File: src/design/csfr_pkg.sv
package csfr_pkg;

    // Special-function addresses and first general-storage address in bank 0
    localparam logic [7:0] ADDR_PORT0      = 8'h00;
    localparam logic [7:0] ADDR_PTR0       = 8'h01;
    localparam logic [7:0] ADDR_PORT1      = 8'h02;
    localparam logic [7:0] ADDR_PTR1       = 8'h03;
    localparam logic [7:0] ADDR_BANK_SEL   = 8'h04;
    localparam logic [7:0] ADDR_ACC        = 8'h05;
    localparam logic [7:0] ADDR_PC_LOW     = 8'h06;
    localparam logic [7:0] ADDR_TBL_LOW    = 8'h07;
    localparam logic [7:0] ADDR_TBL_RESULT = 8'h08;
    localparam logic [7:0] ADDR_TBL_HIGH   = 8'h09;
    localparam logic [7:0] ADDR_FLAGS      = 8'h0a;
    localparam logic [7:0] ADDR_GP_FIRST   = 8'h80;

    // Bank codes and display memory extent
    localparam logic [2:0] BANK_0          = 3'h0;
    localparam logic [2:0] BANK_4          = 3'h4;
    localparam logic [7:0] DISP_LAST       = 8'h13;

    // Flag bit positions
    localparam int FLAG_C  = 0;
    localparam int FLAG_AC = 1;
    localparam int FLAG_Z  = 2;
    localparam int FLAG_OV = 3;
    localparam int FLAG_PD = 4;
    localparam int FLAG_TO = 5;

    // Reset values
    localparam logic [2:0] BANK_RESET      = 3'h0;
    localparam logic [7:0] BYTE_RESET      = 8'h00;

    // ALU operations supplied by the pipeline
    typedef enum logic [2:0] {
        CSFR_OP_NONE,
        CSFR_OP_ADD,
        CSFR_OP_SUB,
        CSFR_OP_LOGIC,
        CSFR_OP_RLC,
        CSFR_OP_RRC
    } csfr_op_t;

    // Data-memory access request from the pipeline
    typedef struct packed {
        logic       rd;
        logic       wr;
        logic [7:0] addr;
        logic [7:0] wdata;
    } csfr_mem_req_t;

    // ALU flag update request
    typedef struct packed {
        csfr_op_t   op;
        logic [7:0] a;
        logic [7:0] b;
        logic       acc_wr;
    } csfr_alu_req_t;

endpackage

File: src/design/csfr_core.sv
`timescale 1ns/10ps
// Functional notes
// - Port accesses go to the memory location named by the paired pointer.
// - Pointer aiming at a port location reads zero, writes are dropped.
// - Port 0 always hits bank 0; port 1 hits the selected bank.
// - Direct addressing always hits bank 0 regardless of bank select.
// - Bank field code 000 is bank 0, 100 is bank 4, others reserved.
// - Resets clear bank select, except watchdog reset while idle or asleep.
// - Bank register bits 7..3 read zero; bits 2..0 read/write, cleared.
// - Writing program counter low byte jumps in page, adds one dummy cycle.
// - Table read fetches word at pointers; high byte to result register.
// - Status writes never change time-out or power-down flags.
// - Time-out flag cleared by power-up, watchdog clear, halt; set by time-out.
// - Power-down flag cleared by power-up or watchdog clear, set by halt.
// - Carry set on add carry or no subtract borrow; rotates update it.
// - Half-carry set on low-nibble carry or no nibble borrow.
// - Zero flag follows whether the operation result is zero.
// - Overflow flag is carry into MSB xor carry out of MSB.
// - Status bits 7..6 read zero; time-out and power-down are read-only.
// - Interrupts and calls do not save the status register.
// - Both pointers are ordinary readable, writable storage.
// - No direct register moves; transfers and results go through accumulator.
// - Bank 0: SFRs 00..7F, general storage 80..FF; bank 4 display 00..13.
// - Unused special-function locations read zero.
module csfr_core #(
    parameter int PC_WIDTH  = 13,
    parameter int GP_DEPTH  = 128,
    parameter int DISP_SIZE = 20
) (
    // Clock and resets
    input  wire logic                    mclk_i,
    input  wire logic                    rst_i,
    input  wire logic                    por_i,
    input  wire logic                    wdt_reset_i,
    input  wire logic                    low_power_i,
    // Pipeline data-memory port
    input  wire csfr_pkg::csfr_mem_req_t mem_req_i,
    output logic [7:0]                   mem_rdata_o,
    output logic                         mem_rvalid_o,
    // ALU flag update
    input  wire csfr_pkg::csfr_alu_req_t alu_req_i,
    output logic [7:0]                   acc_o,
    output logic [7:0]                   flags_o,
    // System events
    input  wire logic                    wdt_timeout_i,
    input  wire logic                    wdt_clear_instr_i,
    input  wire logic                    halt_instr_i,
    // Program counter
    input  wire logic                    pc_advance_i,
    output logic [PC_WIDTH-1:0]          pc_o,
    output logic                         dummy_cycle_o,
    // Table read
    input  wire logic                    tbl_read_i,
    output logic [PC_WIDTH-1:0]          tbl_addr_o,
    input  wire logic [15:0]             tbl_word_i,
    output logic [7:0]                   tbl_low_o,
    output logic                         tbl_low_valid_o
);

    // Storage
    logic [7:0] gp_mem [GP_DEPTH];
    logic [7:0] disp_mem [DISP_SIZE];
    logic [7:0] ptr0_q, ptr1_q, acc_q, tbl_lo_q, tbl_hi_q, tbl_res_q;
    logic [2:0] bank_q;
    logic [3:0] arith_q;
    logic       to_q, pd_q;
    logic [PC_WIDTH-1:0] pc_q;
    logic       dummy_q, tbl_pend_q;

    // Resolved access
    logic [7:0] eff_addr;
    logic [2:0] eff_bank;
    logic       port_self;
    logic [7:0] rd_val;
    logic       wr_en;
    logic       sfr_wr;

    // ALU results
    logic [7:0] alu_res;
    logic       alu_c, alu_ac, alu_ov, alu_arith;

    csfr_alu u_alu (
        .op_i    (alu_req_i.op),
        .a_i     (alu_req_i.a),
        .b_i     (alu_req_i.b),
        .c_in_i  (arith_q[csfr_pkg::FLAG_C]),
        .res_o   (alu_res),
        .c_o     (alu_c),
        .ac_o    (alu_ac),
        .ov_o    (alu_ov),
        .arith_o (alu_arith)
    );

    // True when an address names one of the two indirect ports
    function automatic logic is_port(input logic [7:0] a);
        return (a == csfr_pkg::ADDR_PORT0) || (a == csfr_pkg::ADDR_PORT1);
    endfunction

    // Address and bank resolution for direct and indirect access
    always_comb begin
        eff_addr  = mem_req_i.addr;
        eff_bank  = csfr_pkg::BANK_0;
        port_self = 1'b0;
        if (mem_req_i.addr == csfr_pkg::ADDR_PORT0) begin
            eff_addr  = ptr0_q;
            eff_bank  = csfr_pkg::BANK_0;
            port_self = is_port(ptr0_q);
        end else if (mem_req_i.addr == csfr_pkg::ADDR_PORT1) begin
            eff_addr  = ptr1_q;
            eff_bank  = bank_q;
            port_self = (bank_q == csfr_pkg::BANK_0) && is_port(ptr1_q);
        end
        wr_en  = mem_req_i.wr && !port_self;
        sfr_wr = wr_en && (eff_bank == csfr_pkg::BANK_0)
                 && (eff_addr < csfr_pkg::ADDR_GP_FIRST);
    end

    // Read multiplexer; unused and reserved locations give zero
    always_comb begin
        rd_val = 8'h00;
        if (port_self) begin
            rd_val = 8'h00;
        end else if (eff_bank == csfr_pkg::BANK_4) begin
            if (eff_addr <= csfr_pkg::DISP_LAST) begin
                rd_val = disp_mem[eff_addr[4:0]];
            end
        end else if (eff_bank == csfr_pkg::BANK_0) begin
            if (eff_addr >= csfr_pkg::ADDR_GP_FIRST) begin
                rd_val = gp_mem[eff_addr[6:0]];
            end else begin
                unique case (eff_addr)
                    csfr_pkg::ADDR_PTR0:       rd_val = ptr0_q;
                    csfr_pkg::ADDR_PTR1:       rd_val = ptr1_q;
                    csfr_pkg::ADDR_BANK_SEL:   rd_val = {5'h00, bank_q};
                    csfr_pkg::ADDR_ACC:        rd_val = acc_q;
                    csfr_pkg::ADDR_PC_LOW:     rd_val = pc_q[7:0];
                    csfr_pkg::ADDR_TBL_LOW:    rd_val = tbl_lo_q;
                    csfr_pkg::ADDR_TBL_RESULT: rd_val = tbl_res_q;
                    csfr_pkg::ADDR_TBL_HIGH:   rd_val = tbl_hi_q;
                    csfr_pkg::ADDR_FLAGS:      rd_val = {2'b00, to_q, pd_q, arith_q};
                    default:                   rd_val = 8'h00;
                endcase
            end
        end
    end

    // Registered read answer, one cycle after the request
    always_ff @(posedge mclk_i) begin
        if (rst_i) begin
            mem_rdata_o  <= csfr_pkg::BYTE_RESET;
            mem_rvalid_o <= 1'b0;
        end else begin
            mem_rdata_o  <= rd_val;
            mem_rvalid_o <= mem_req_i.rd;
        end
    end

    // General-purpose and display storage; no reset, contents are volatile
    always_ff @(posedge mclk_i) begin
        if (wr_en && eff_bank == csfr_pkg::BANK_0 && eff_addr >= csfr_pkg::ADDR_GP_FIRST) begin
            gp_mem[eff_addr[6:0]] <= mem_req_i.wdata;
        end
        if (wr_en && eff_bank == csfr_pkg::BANK_4 && eff_addr <= csfr_pkg::DISP_LAST) begin
            disp_mem[eff_addr[4:0]] <= mem_req_i.wdata;
        end
    end

    // Memory pointers as plain storage
    always_ff @(posedge mclk_i) begin
        if (rst_i) begin
            ptr0_q <= csfr_pkg::BYTE_RESET;
            ptr1_q <= csfr_pkg::BYTE_RESET;
        end else if (sfr_wr) begin
            if (eff_addr == csfr_pkg::ADDR_PTR0) ptr0_q <= mem_req_i.wdata;
            if (eff_addr == csfr_pkg::ADDR_PTR1) ptr1_q <= mem_req_i.wdata;
        end
    end

    // Bank select; a watchdog reset in low power keeps the bank
    always_ff @(posedge mclk_i) begin
        if (rst_i && !(wdt_reset_i && low_power_i && !por_i)) begin
            bank_q <= csfr_pkg::BANK_RESET;
        end else if (!rst_i && sfr_wr && eff_addr == csfr_pkg::ADDR_BANK_SEL) begin
            bank_q <= mem_req_i.wdata[2:0];
        end
    end

    // Accumulator: the only path for transfers and ALU results
    always_ff @(posedge mclk_i) begin
        if (rst_i) begin
            acc_q <= csfr_pkg::BYTE_RESET;
        end else if (alu_req_i.acc_wr) begin
            acc_q <= alu_res;
        end else if (sfr_wr && eff_addr == csfr_pkg::ADDR_ACC) begin
            acc_q <= mem_req_i.wdata;
        end
    end

    // Program counter; low byte write jumps inside the page
    always_ff @(posedge mclk_i) begin
        if (rst_i) begin
            pc_q    <= '0;
            dummy_q <= 1'b0;
        end else if (sfr_wr && eff_addr == csfr_pkg::ADDR_PC_LOW) begin
            pc_q[7:0] <= mem_req_i.wdata;
            dummy_q   <= 1'b1;
        end else begin
            dummy_q <= 1'b0;
            if (pc_advance_i && !dummy_q) begin
                pc_q <= pc_q + PC_WIDTH'(1);
            end
        end
    end

    // Table pointers and result; the fetched word lands two cycles after the request
    always_ff @(posedge mclk_i) begin
        if (rst_i) begin
            tbl_lo_q   <= csfr_pkg::BYTE_RESET;
            tbl_hi_q   <= csfr_pkg::BYTE_RESET;
            tbl_res_q  <= csfr_pkg::BYTE_RESET;
            tbl_pend_q <= 1'b0;
            tbl_low_o  <= csfr_pkg::BYTE_RESET;
            tbl_low_valid_o <= 1'b0;
        end else begin
            tbl_pend_q      <= tbl_read_i;
            tbl_low_valid_o <= tbl_pend_q;
            if (tbl_pend_q) begin
                tbl_res_q <= tbl_word_i[15:8];
                tbl_low_o <= tbl_word_i[7:0];
            end
            if (sfr_wr && eff_addr == csfr_pkg::ADDR_TBL_LOW) tbl_lo_q <= mem_req_i.wdata;
            if (sfr_wr && eff_addr == csfr_pkg::ADDR_TBL_HIGH) tbl_hi_q <= mem_req_i.wdata;
        end
    end

    // Table address from both pointers, held in a register
    always_ff @(posedge mclk_i) begin
        if (rst_i) begin
            tbl_addr_o <= '0;
        end else begin
            tbl_addr_o <= PC_WIDTH'({tbl_hi_q, tbl_lo_q});
        end
    end

    // Watchdog and power-down flags; software writes cannot touch them
    always_ff @(posedge mclk_i) begin
        if (rst_i && por_i) begin
            to_q <= 1'b0;
            pd_q <= 1'b0;
        end else begin
            if (wdt_timeout_i) begin
                to_q <= 1'b1;
            end else if (wdt_clear_instr_i || halt_instr_i) begin
                to_q <= 1'b0;
            end
            if (halt_instr_i) begin
                pd_q <= 1'b1;
            end else if (wdt_clear_instr_i) begin
                pd_q <= 1'b0;
            end
        end
    end

    // Arithmetic flags; left unreset since power-on value is undefined
    always_ff @(posedge mclk_i) begin
        if (alu_req_i.op != csfr_pkg::CSFR_OP_NONE) begin
            arith_q[csfr_pkg::FLAG_Z] <= (alu_res == 8'h00);
            arith_q[csfr_pkg::FLAG_C] <= alu_c;
            if (alu_arith) begin
                arith_q[csfr_pkg::FLAG_AC] <= alu_ac;
                arith_q[csfr_pkg::FLAG_OV] <= alu_ov;
            end
        end else if (!rst_i && sfr_wr && eff_addr == csfr_pkg::ADDR_FLAGS) begin
            arith_q <= mem_req_i.wdata[3:0];
        end
    end

    // Registered views for the pipeline; no status save on calls
    always_ff @(posedge mclk_i) begin
        if (rst_i) begin
            acc_o   <= csfr_pkg::BYTE_RESET;
            flags_o <= csfr_pkg::BYTE_RESET;
            pc_o    <= '0;
            dummy_cycle_o <= 1'b0;
        end else begin
            acc_o   <= acc_q;
            flags_o <= {2'b00, to_q, pd_q, arith_q};
            pc_o    <= pc_q;
            dummy_cycle_o <= dummy_q;
        end
    end

endmodule

File: src/design/csfr_alu.sv
`timescale 1ns/10ps
// Combinational ALU producing result and arithmetic flags
module csfr_alu (
    // Operands
    input  wire csfr_pkg::csfr_op_t op_i,
    input  wire logic [7:0]         a_i,
    input  wire logic [7:0]         b_i,
    input  wire logic               c_in_i,
    // Results
    output logic [7:0]              res_o,
    output logic                    c_o,
    output logic                    ac_o,
    output logic                    ov_o,
    output logic                    arith_o
);

    logic [4:0] low_sum;
    logic [7:0] low7_sum;
    logic [8:0] full_sum;
    logic [7:0] b_eff;
    logic       cin;

    // Subtraction as add of inverse plus one, so carry means no borrow
    always_comb begin
        b_eff    = (op_i == csfr_pkg::CSFR_OP_SUB) ? ~b_i : b_i;
        cin      = (op_i == csfr_pkg::CSFR_OP_SUB);
        low_sum  = {1'b0, a_i[3:0]} + {1'b0, b_eff[3:0]} + {4'h0, cin};
        low7_sum = {1'b0, a_i[6:0]} + {1'b0, b_eff[6:0]} + {7'h0, cin};
        full_sum = {1'b0, a_i} + {1'b0, b_eff} + {8'h0, cin};
        res_o    = a_i;
        c_o      = c_in_i;
        ac_o     = low_sum[4];
        ov_o     = low7_sum[7] ^ full_sum[8];
        arith_o  = 1'b0;
        unique case (op_i)
            csfr_pkg::CSFR_OP_ADD,
            csfr_pkg::CSFR_OP_SUB: begin
                res_o   = full_sum[7:0];
                c_o     = full_sum[8];
                arith_o = 1'b1;
            end
            csfr_pkg::CSFR_OP_LOGIC: res_o = a_i;
            csfr_pkg::CSFR_OP_RLC: begin
                res_o = {a_i[6:0], c_in_i};
                c_o   = a_i[7];
            end
            csfr_pkg::CSFR_OP_RRC: begin
                res_o = {c_in_i, a_i[7:1]};
                c_o   = a_i[0];
            end
            csfr_pkg::CSFR_OP_NONE: res_o = a_i;
            default: res_o = a_i;
        endcase
    end

endmodule

File: config.mk
export PLATFORM = sky130hd
export DESIGN_NAME = csfr_core
export DESIGN_NICKNAME = d
export VERILOG_FILES = /design/src/design/csfr_pkg.sv /design/src/design/csfr_core.sv /design/src/design/csfr_alu.sv
export SDC_FILE = /design/constraint.sdc
export NUM_CORES = 2
export LEC_CHECK = 0
export BUFFER_PORTS_ARGS = -buffer_cell sky130_fd_sc_hd__clkbuf_2
export CORE_UTILIZATION = 45
export DETAILED_ROUTE_END_ITERATION = 10
export PLACE_DENSITY = 0.6
export SLEW_MARGIN = 20
export SYNTH_ARGS = -nofsm -noshare
export SYNTH_HDL_FRONTEND = slang
export SYNTH_SLANG_ARGS = --single-unit
export TNS_END_PERCENT = 50
File: constraint.sdc
create_clock -name mclk_i -period 12.4 [get_ports mclk_i]
set_input_delay 1.24 -clock mclk_i [delete_from_list [all_inputs] [get_ports mclk_i]]
set_output_delay 1.24 -clock mclk_i [all_outputs]
set_load 0.02 [all_outputs]
Word-level counts from Yosys, hierarchy flattened. Memory sizes are Yosys's and may differ from the RTL's. Index checks and enable logic that the tools add are counted.

Register bits after elaboration: 133. RAM bits: 1184. Logic and storage cells: 138. Memories kept: 2. Output and inout port bits: 61.

Memory list: gp_mem (depth 128, width 8, rd ports 1, clocked after memory_dff 0, write ports 1, RTL line csfr_core.sv:61) `logic [7:0] gp_mem [GP_DEPTH];`; disp_mem (depth 20, width 8, rd ports 1, clocked after memory_dff 0, write ports 1, RTL line csfr_core.sv:62) `logic [7:0] disp_mem [DISP_SIZE];`.

Reduce and logical (&&, ||, !) cells: 46. Multiplexer cells: 32. Equal/unequal tests: 19. Bitwise logic cells: 3. Add/sub/neg operators: 7. $lt $le $gt $ge: 3.

Operator list (count): $mux 8 (11); $pmux 8 s9 (1); $eq 8x2->1 const B (4); $eq 8x3->1 const B (4); $logic_not 8->1 (4); $eq 8x4->1 const B (3); $pmux 8 s3 (1); $logic_and 1x1->1 (19); $mux 1 (14); $add 13x1->13 const B (1); $reduce_and 2->1 (5); $reduce_bool 2->1 (5); $add 8x8->9 (1); $add 9x1->9 (1); $eq 3x3->1 const B (3); $add 7x7->8 (1); $add 8x1->8 (1); $eq 8x1->1 const B (1); $ge 8x8->1 const B (1); $le 8x5->1 const B (1); $lt 8x8->1 const B (1); $mux 4 (2); $not 8->8 (1); $logic_not 3->1 (2); other kinds (14) (22).

Longest topological paths before layout.
Depth after elaboration: 13. Gate-level depth with buffers: 15. Depth with buffers taken out: 12.

By module. Synthesis repeated with hierarchy kept, for this count alone.

Cell total of the unflattened synthesis: 4096. Area, all modules: 53630.2 sq um.

Modules (own cells, without submodules): csfr_core (area an instance 52750.6 sq um, cells each 3975, instances 1); csfr_alu (area an instance 879.6 sq um, cells each 121, instances 1).

Worst setup path before layout. OpenSTA, ideal clock, no wires.

Path type: input-to-reg. From: input mem_req_i[12] (netlist name). To: memory disp_mem[0][0] (enable). Cell stages on the path: 10. Setup slack: 7.611 ns. Data required time: 12.017 ns. Arrival time: 4.406 ns. Cells stage by stage: or4_1 -> buf_4 -> or4_4 -> a21o_1 -> buf_6 -> nor4_1 -> nand3b_1 -> or2_2 -> buf_2 -> nor3_1.

Cells in the longest elaborated chain, start to end: 9. Elaborated cells on any way between the ends: 16.

RTL lines: from (decl) (RTL line csfr_core.sv:37) `input wire csfr_pkg::csfr_mem_req_t mem_req_i,`; parallel branches: the longest is 9 deep, another holds $le 8x5->1; to (decl) (RTL line csfr_core.sv:62).

Parallel ways; which one is timed is not known.

Final worst setup path.
From: input mem_req_i[9] (netlist name). To: memory disp_mem[0][7] (enable).

The elaborated chain is that of the path after synthesis.

==> key figures <==
Run status
  – Status: complete, no violations

Global route
  – Total gr overflow: 0
  – First-pass GRT wire length: 238.5 mm
  – Number of global-route vias before repair: 33,604
  – Gr usage total: 26.99%
  – Initial antenna violation count: 5
  – Largest net degree at the start of global routing: 159

Synthesis
  – Flops & latches, synth: 1,315
  – Dominant synthesized flop cell: edfxtp_1
  – Multiplexer share of the synthesized area: 4.351%
  – Cell with the most instances after synthesis: edfxtp_1
  – Yosys warning count: 0
  – Register area share after synthesis: 71.11%
  – Synth async-reset ratio: 0%
  – Syn avg cell area: 12.81 um2
  – Largest family of logic cells by synthesized area: simple AND/OR/NAND/NOR gates
  – Count of different cell masters after synthesis: 81
  – Synth cell count leaders: edfxtp_1, nand2_1, nand3_1
  – Synth Area in Adders: 0.2235%
  – Mapped Cells: 4,195
  – Number of synthesized flops with an enable pin: 1,188
  – Yosys top cell area share: 66.38%
  – Synth area leaders: edfxtp_1, nand2_1, dfxtp_1
  – Synth Area in Simple Gates: 15.21%
  – Synth Area in Compound Gates: 6.358%
  – Post-synthesis xor/xnor area fraction: 0.4237%
  – Mapped Area: 53,740 um2
  – Cell taking the most area after synthesis: edfxtp_1

Floorplanning
  – Core Region: 118,200 um2
  – Total die area: 120,800 um2
  – # IOs: 125
  – Initial core utilization: 45.45%
  – Die Wd: 347.6 um
  – Cell Rows: 126
  – Chip Height: 347.6 um

Clock tree
  – Post-CTS Resized: 0
  – Clk_lat worst skew: 0.77 ns
  – Clock Sinks: 1,315
  – H-tree Lvls: 4
  – Clk slew on worst S/H paths: 0.07 ns
  – TritonCTS Buffers: 139
  – Root Driver: clkbuf_16
  – Clock buffer depth: 3
  – Post-CTS Setup Bufs: 0
  – CTS tree: yes
  – Hold Buf Count CTS: 0

Timing
  – Total Neg Setup Slack: 0 ns
  – Measured slew at the worst slew-check pin: 1.194 ns
  – RSZ-0062 raised after global routing: false
  – Final Cycle Share: 48.59%
  – Post-route minimum period: 6.025 ns
  – # setup viols final: 0
  – Fmax: 166.0 MHz
  – Final-report hold violation count: 0
  – Max transition margin: 19.86%
  – Pins Over Slew Limit: 0
  – Worst hold slack: 0.4570 ns
  – Worst Skew: 0.03169 ns

Worst setup path
  – Crit Path Class: primary input to flip-flop
  – Critical Path AT: 6.39 ns
  – Element type at the critical path start: primary input
  – CP max FO: 28
  – Crit. End Element: flip-flop
  – Req. time, crit path: 12.77 ns
  – Worst reg2reg path startpoint: ptr1_q[3]
  – Critical Path Start: mem_req_i[9]

Pwr
  – Comb power frac: 6.4%
  – Clock Power Share: 42.3%
  – Internal cell power: 7.263 mW
  – Sw Ratio: 23.43%
  – Leakage dissipation: 20.74 nW
  – PD cells: 157.2 nW/um2
  – Sequential share of power: 51.3%
  – Worst vdd ir: 137.5 uV
  – Sw Pwr: 2.223 mW

Worst hold path
  – Hold Path Class: flip-flop to flip-flop
  – Launch point of the worst hold path: tbl_hi_q[7]

Final layout
  – Share of cells above drive strength 1: 10.56%
  – Nets: 4,353
  – Post-route cell area: 60,350 um2
  – Inserted Diodes: 0
  – Layout area overhead: 12.30%
  – Filler instances: 10,142

Job
  – MaxCap Viol Count: 0

Place
  – Detailed placer's ending HPWL: 98.23 mm
  – Placed Area: 56,040 um2
  – PortBufs: 122
  – GP Congestion: 0.9107

Detailed routing
  – Total wire length: 164.4 mm
  – Initial DRC count: 4,577
  – Vias per cell: 6.062
  – DRC viols: 0
  – Pre-antenna DRT Iters: 6
  – Wire per inst: 27.76 um
  – Post-DRT Antenna Nets: 0
  – DR vias: 35,891
kinds of logic after synthesis:
group,count (synthesis)
buf+inv,287
simple gates,1845
other cells,1
compound gates,481
xor+xnor,26
fa+ha+maj,9
flops,1315
mux,231
layer usage:
metal / track usage, % / up-vias / wire, um
li1: - / 15757 / -
met1: 38.56 / 17764 / 68390
met2: 41.29 / 2020 / 74420
met3: 5.103 / 342 / 15460
met4: 9.566 / 8 / 6035
met5: 0 / - / 43
placed cells by master (no fill, tap or decap), types with 45 or more instances in the layout:
master,n
clkbuf_2,114
nand2_1,939
buf_4,84
a21oi_1,140
nand3_1,367
nand4_1,82
a211oi_1,45
mux2i_1,219
edfxtp_1,1188
nor2_1,245
dfxtp_1,127
clkbuf_16,143
and3_1,45
power by group through the flow:
stage | logic, mW | clock network [mW] | registers, mW
2_1_floorplan | 0.308 | 0 | 4.96
3_3_place_gp | 0.595 | 0 | 4.96
3_5_place_dp | 0.600 | 0 | 4.96
4_1_cts | 0.602 | 4.04 | 4.87
5_1_grt | 0.641 | 4.21 | 4.87
6_report | 0.609 | 4.01 | 4.87
area by class of cell:
type                    count  area, um2  area share [%]
inverters                  23      86.33          0.1430
clock inverters            63      509.2          0.8438
multi-input cells        2594      14440           23.93
clock buffers             183       3810           6.313
flip-flops and latches   1315      38220           63.32
repair buffers            207       1370           2.270
well taps                1536       1922           3.184
sequential cells by signal (all words and copies together) (netlist names), 4 cells and up:
register     cells
gp_mem        1024
disp_mem       160
pc_o            13
pc_q            13
tbl_addr_o      13
acc_o            8
acc_q            8
mem_rdata_o      8
ptr0_q           8
ptr1_q           8
tbl_hi_q         8
tbl_lo_q         8
tbl_low_o        8
tbl_res_q        8
flags_o          6
arith_q          4
critical path, cell delays in order:
cell and delay (ns):
clkbuf_2 0.44, mux2_2 0.46, a31o_2 0.43, buf_4 0.40, nor2_4 0.98, nor2_1 0.20, nor4_1 0.45, nand3b_1 0.39
or2_2 0.50, nor3_1 0.87
metrics by stage:
stage	total power [mW]	instances	utilization (%)	setup slack (ns)
after floorplan	5.266	4196	-	7.611
final	9.486	5921	51.04	6.375
after global routing	9.720	5921	51.04	6.273
after global placement	5.555	5674	47.37	5.510
after CTS	9.510	5921	51.04	6.633
after detailed placement	5.560	5675	47.39	5.842
path summary, 6_finish.rpt:
path                    end  slack [ns]  cells after the start
min reg2reg     tbl_hi_q[7]        0.46                      2
min             tbl_hi_q[7]        0.46                      2
max          disp_mem[0][7]        6.38                     10
max reg2reg  disp_mem[0][7]        7.05                      9
Power figures use the tool's default switching activity.
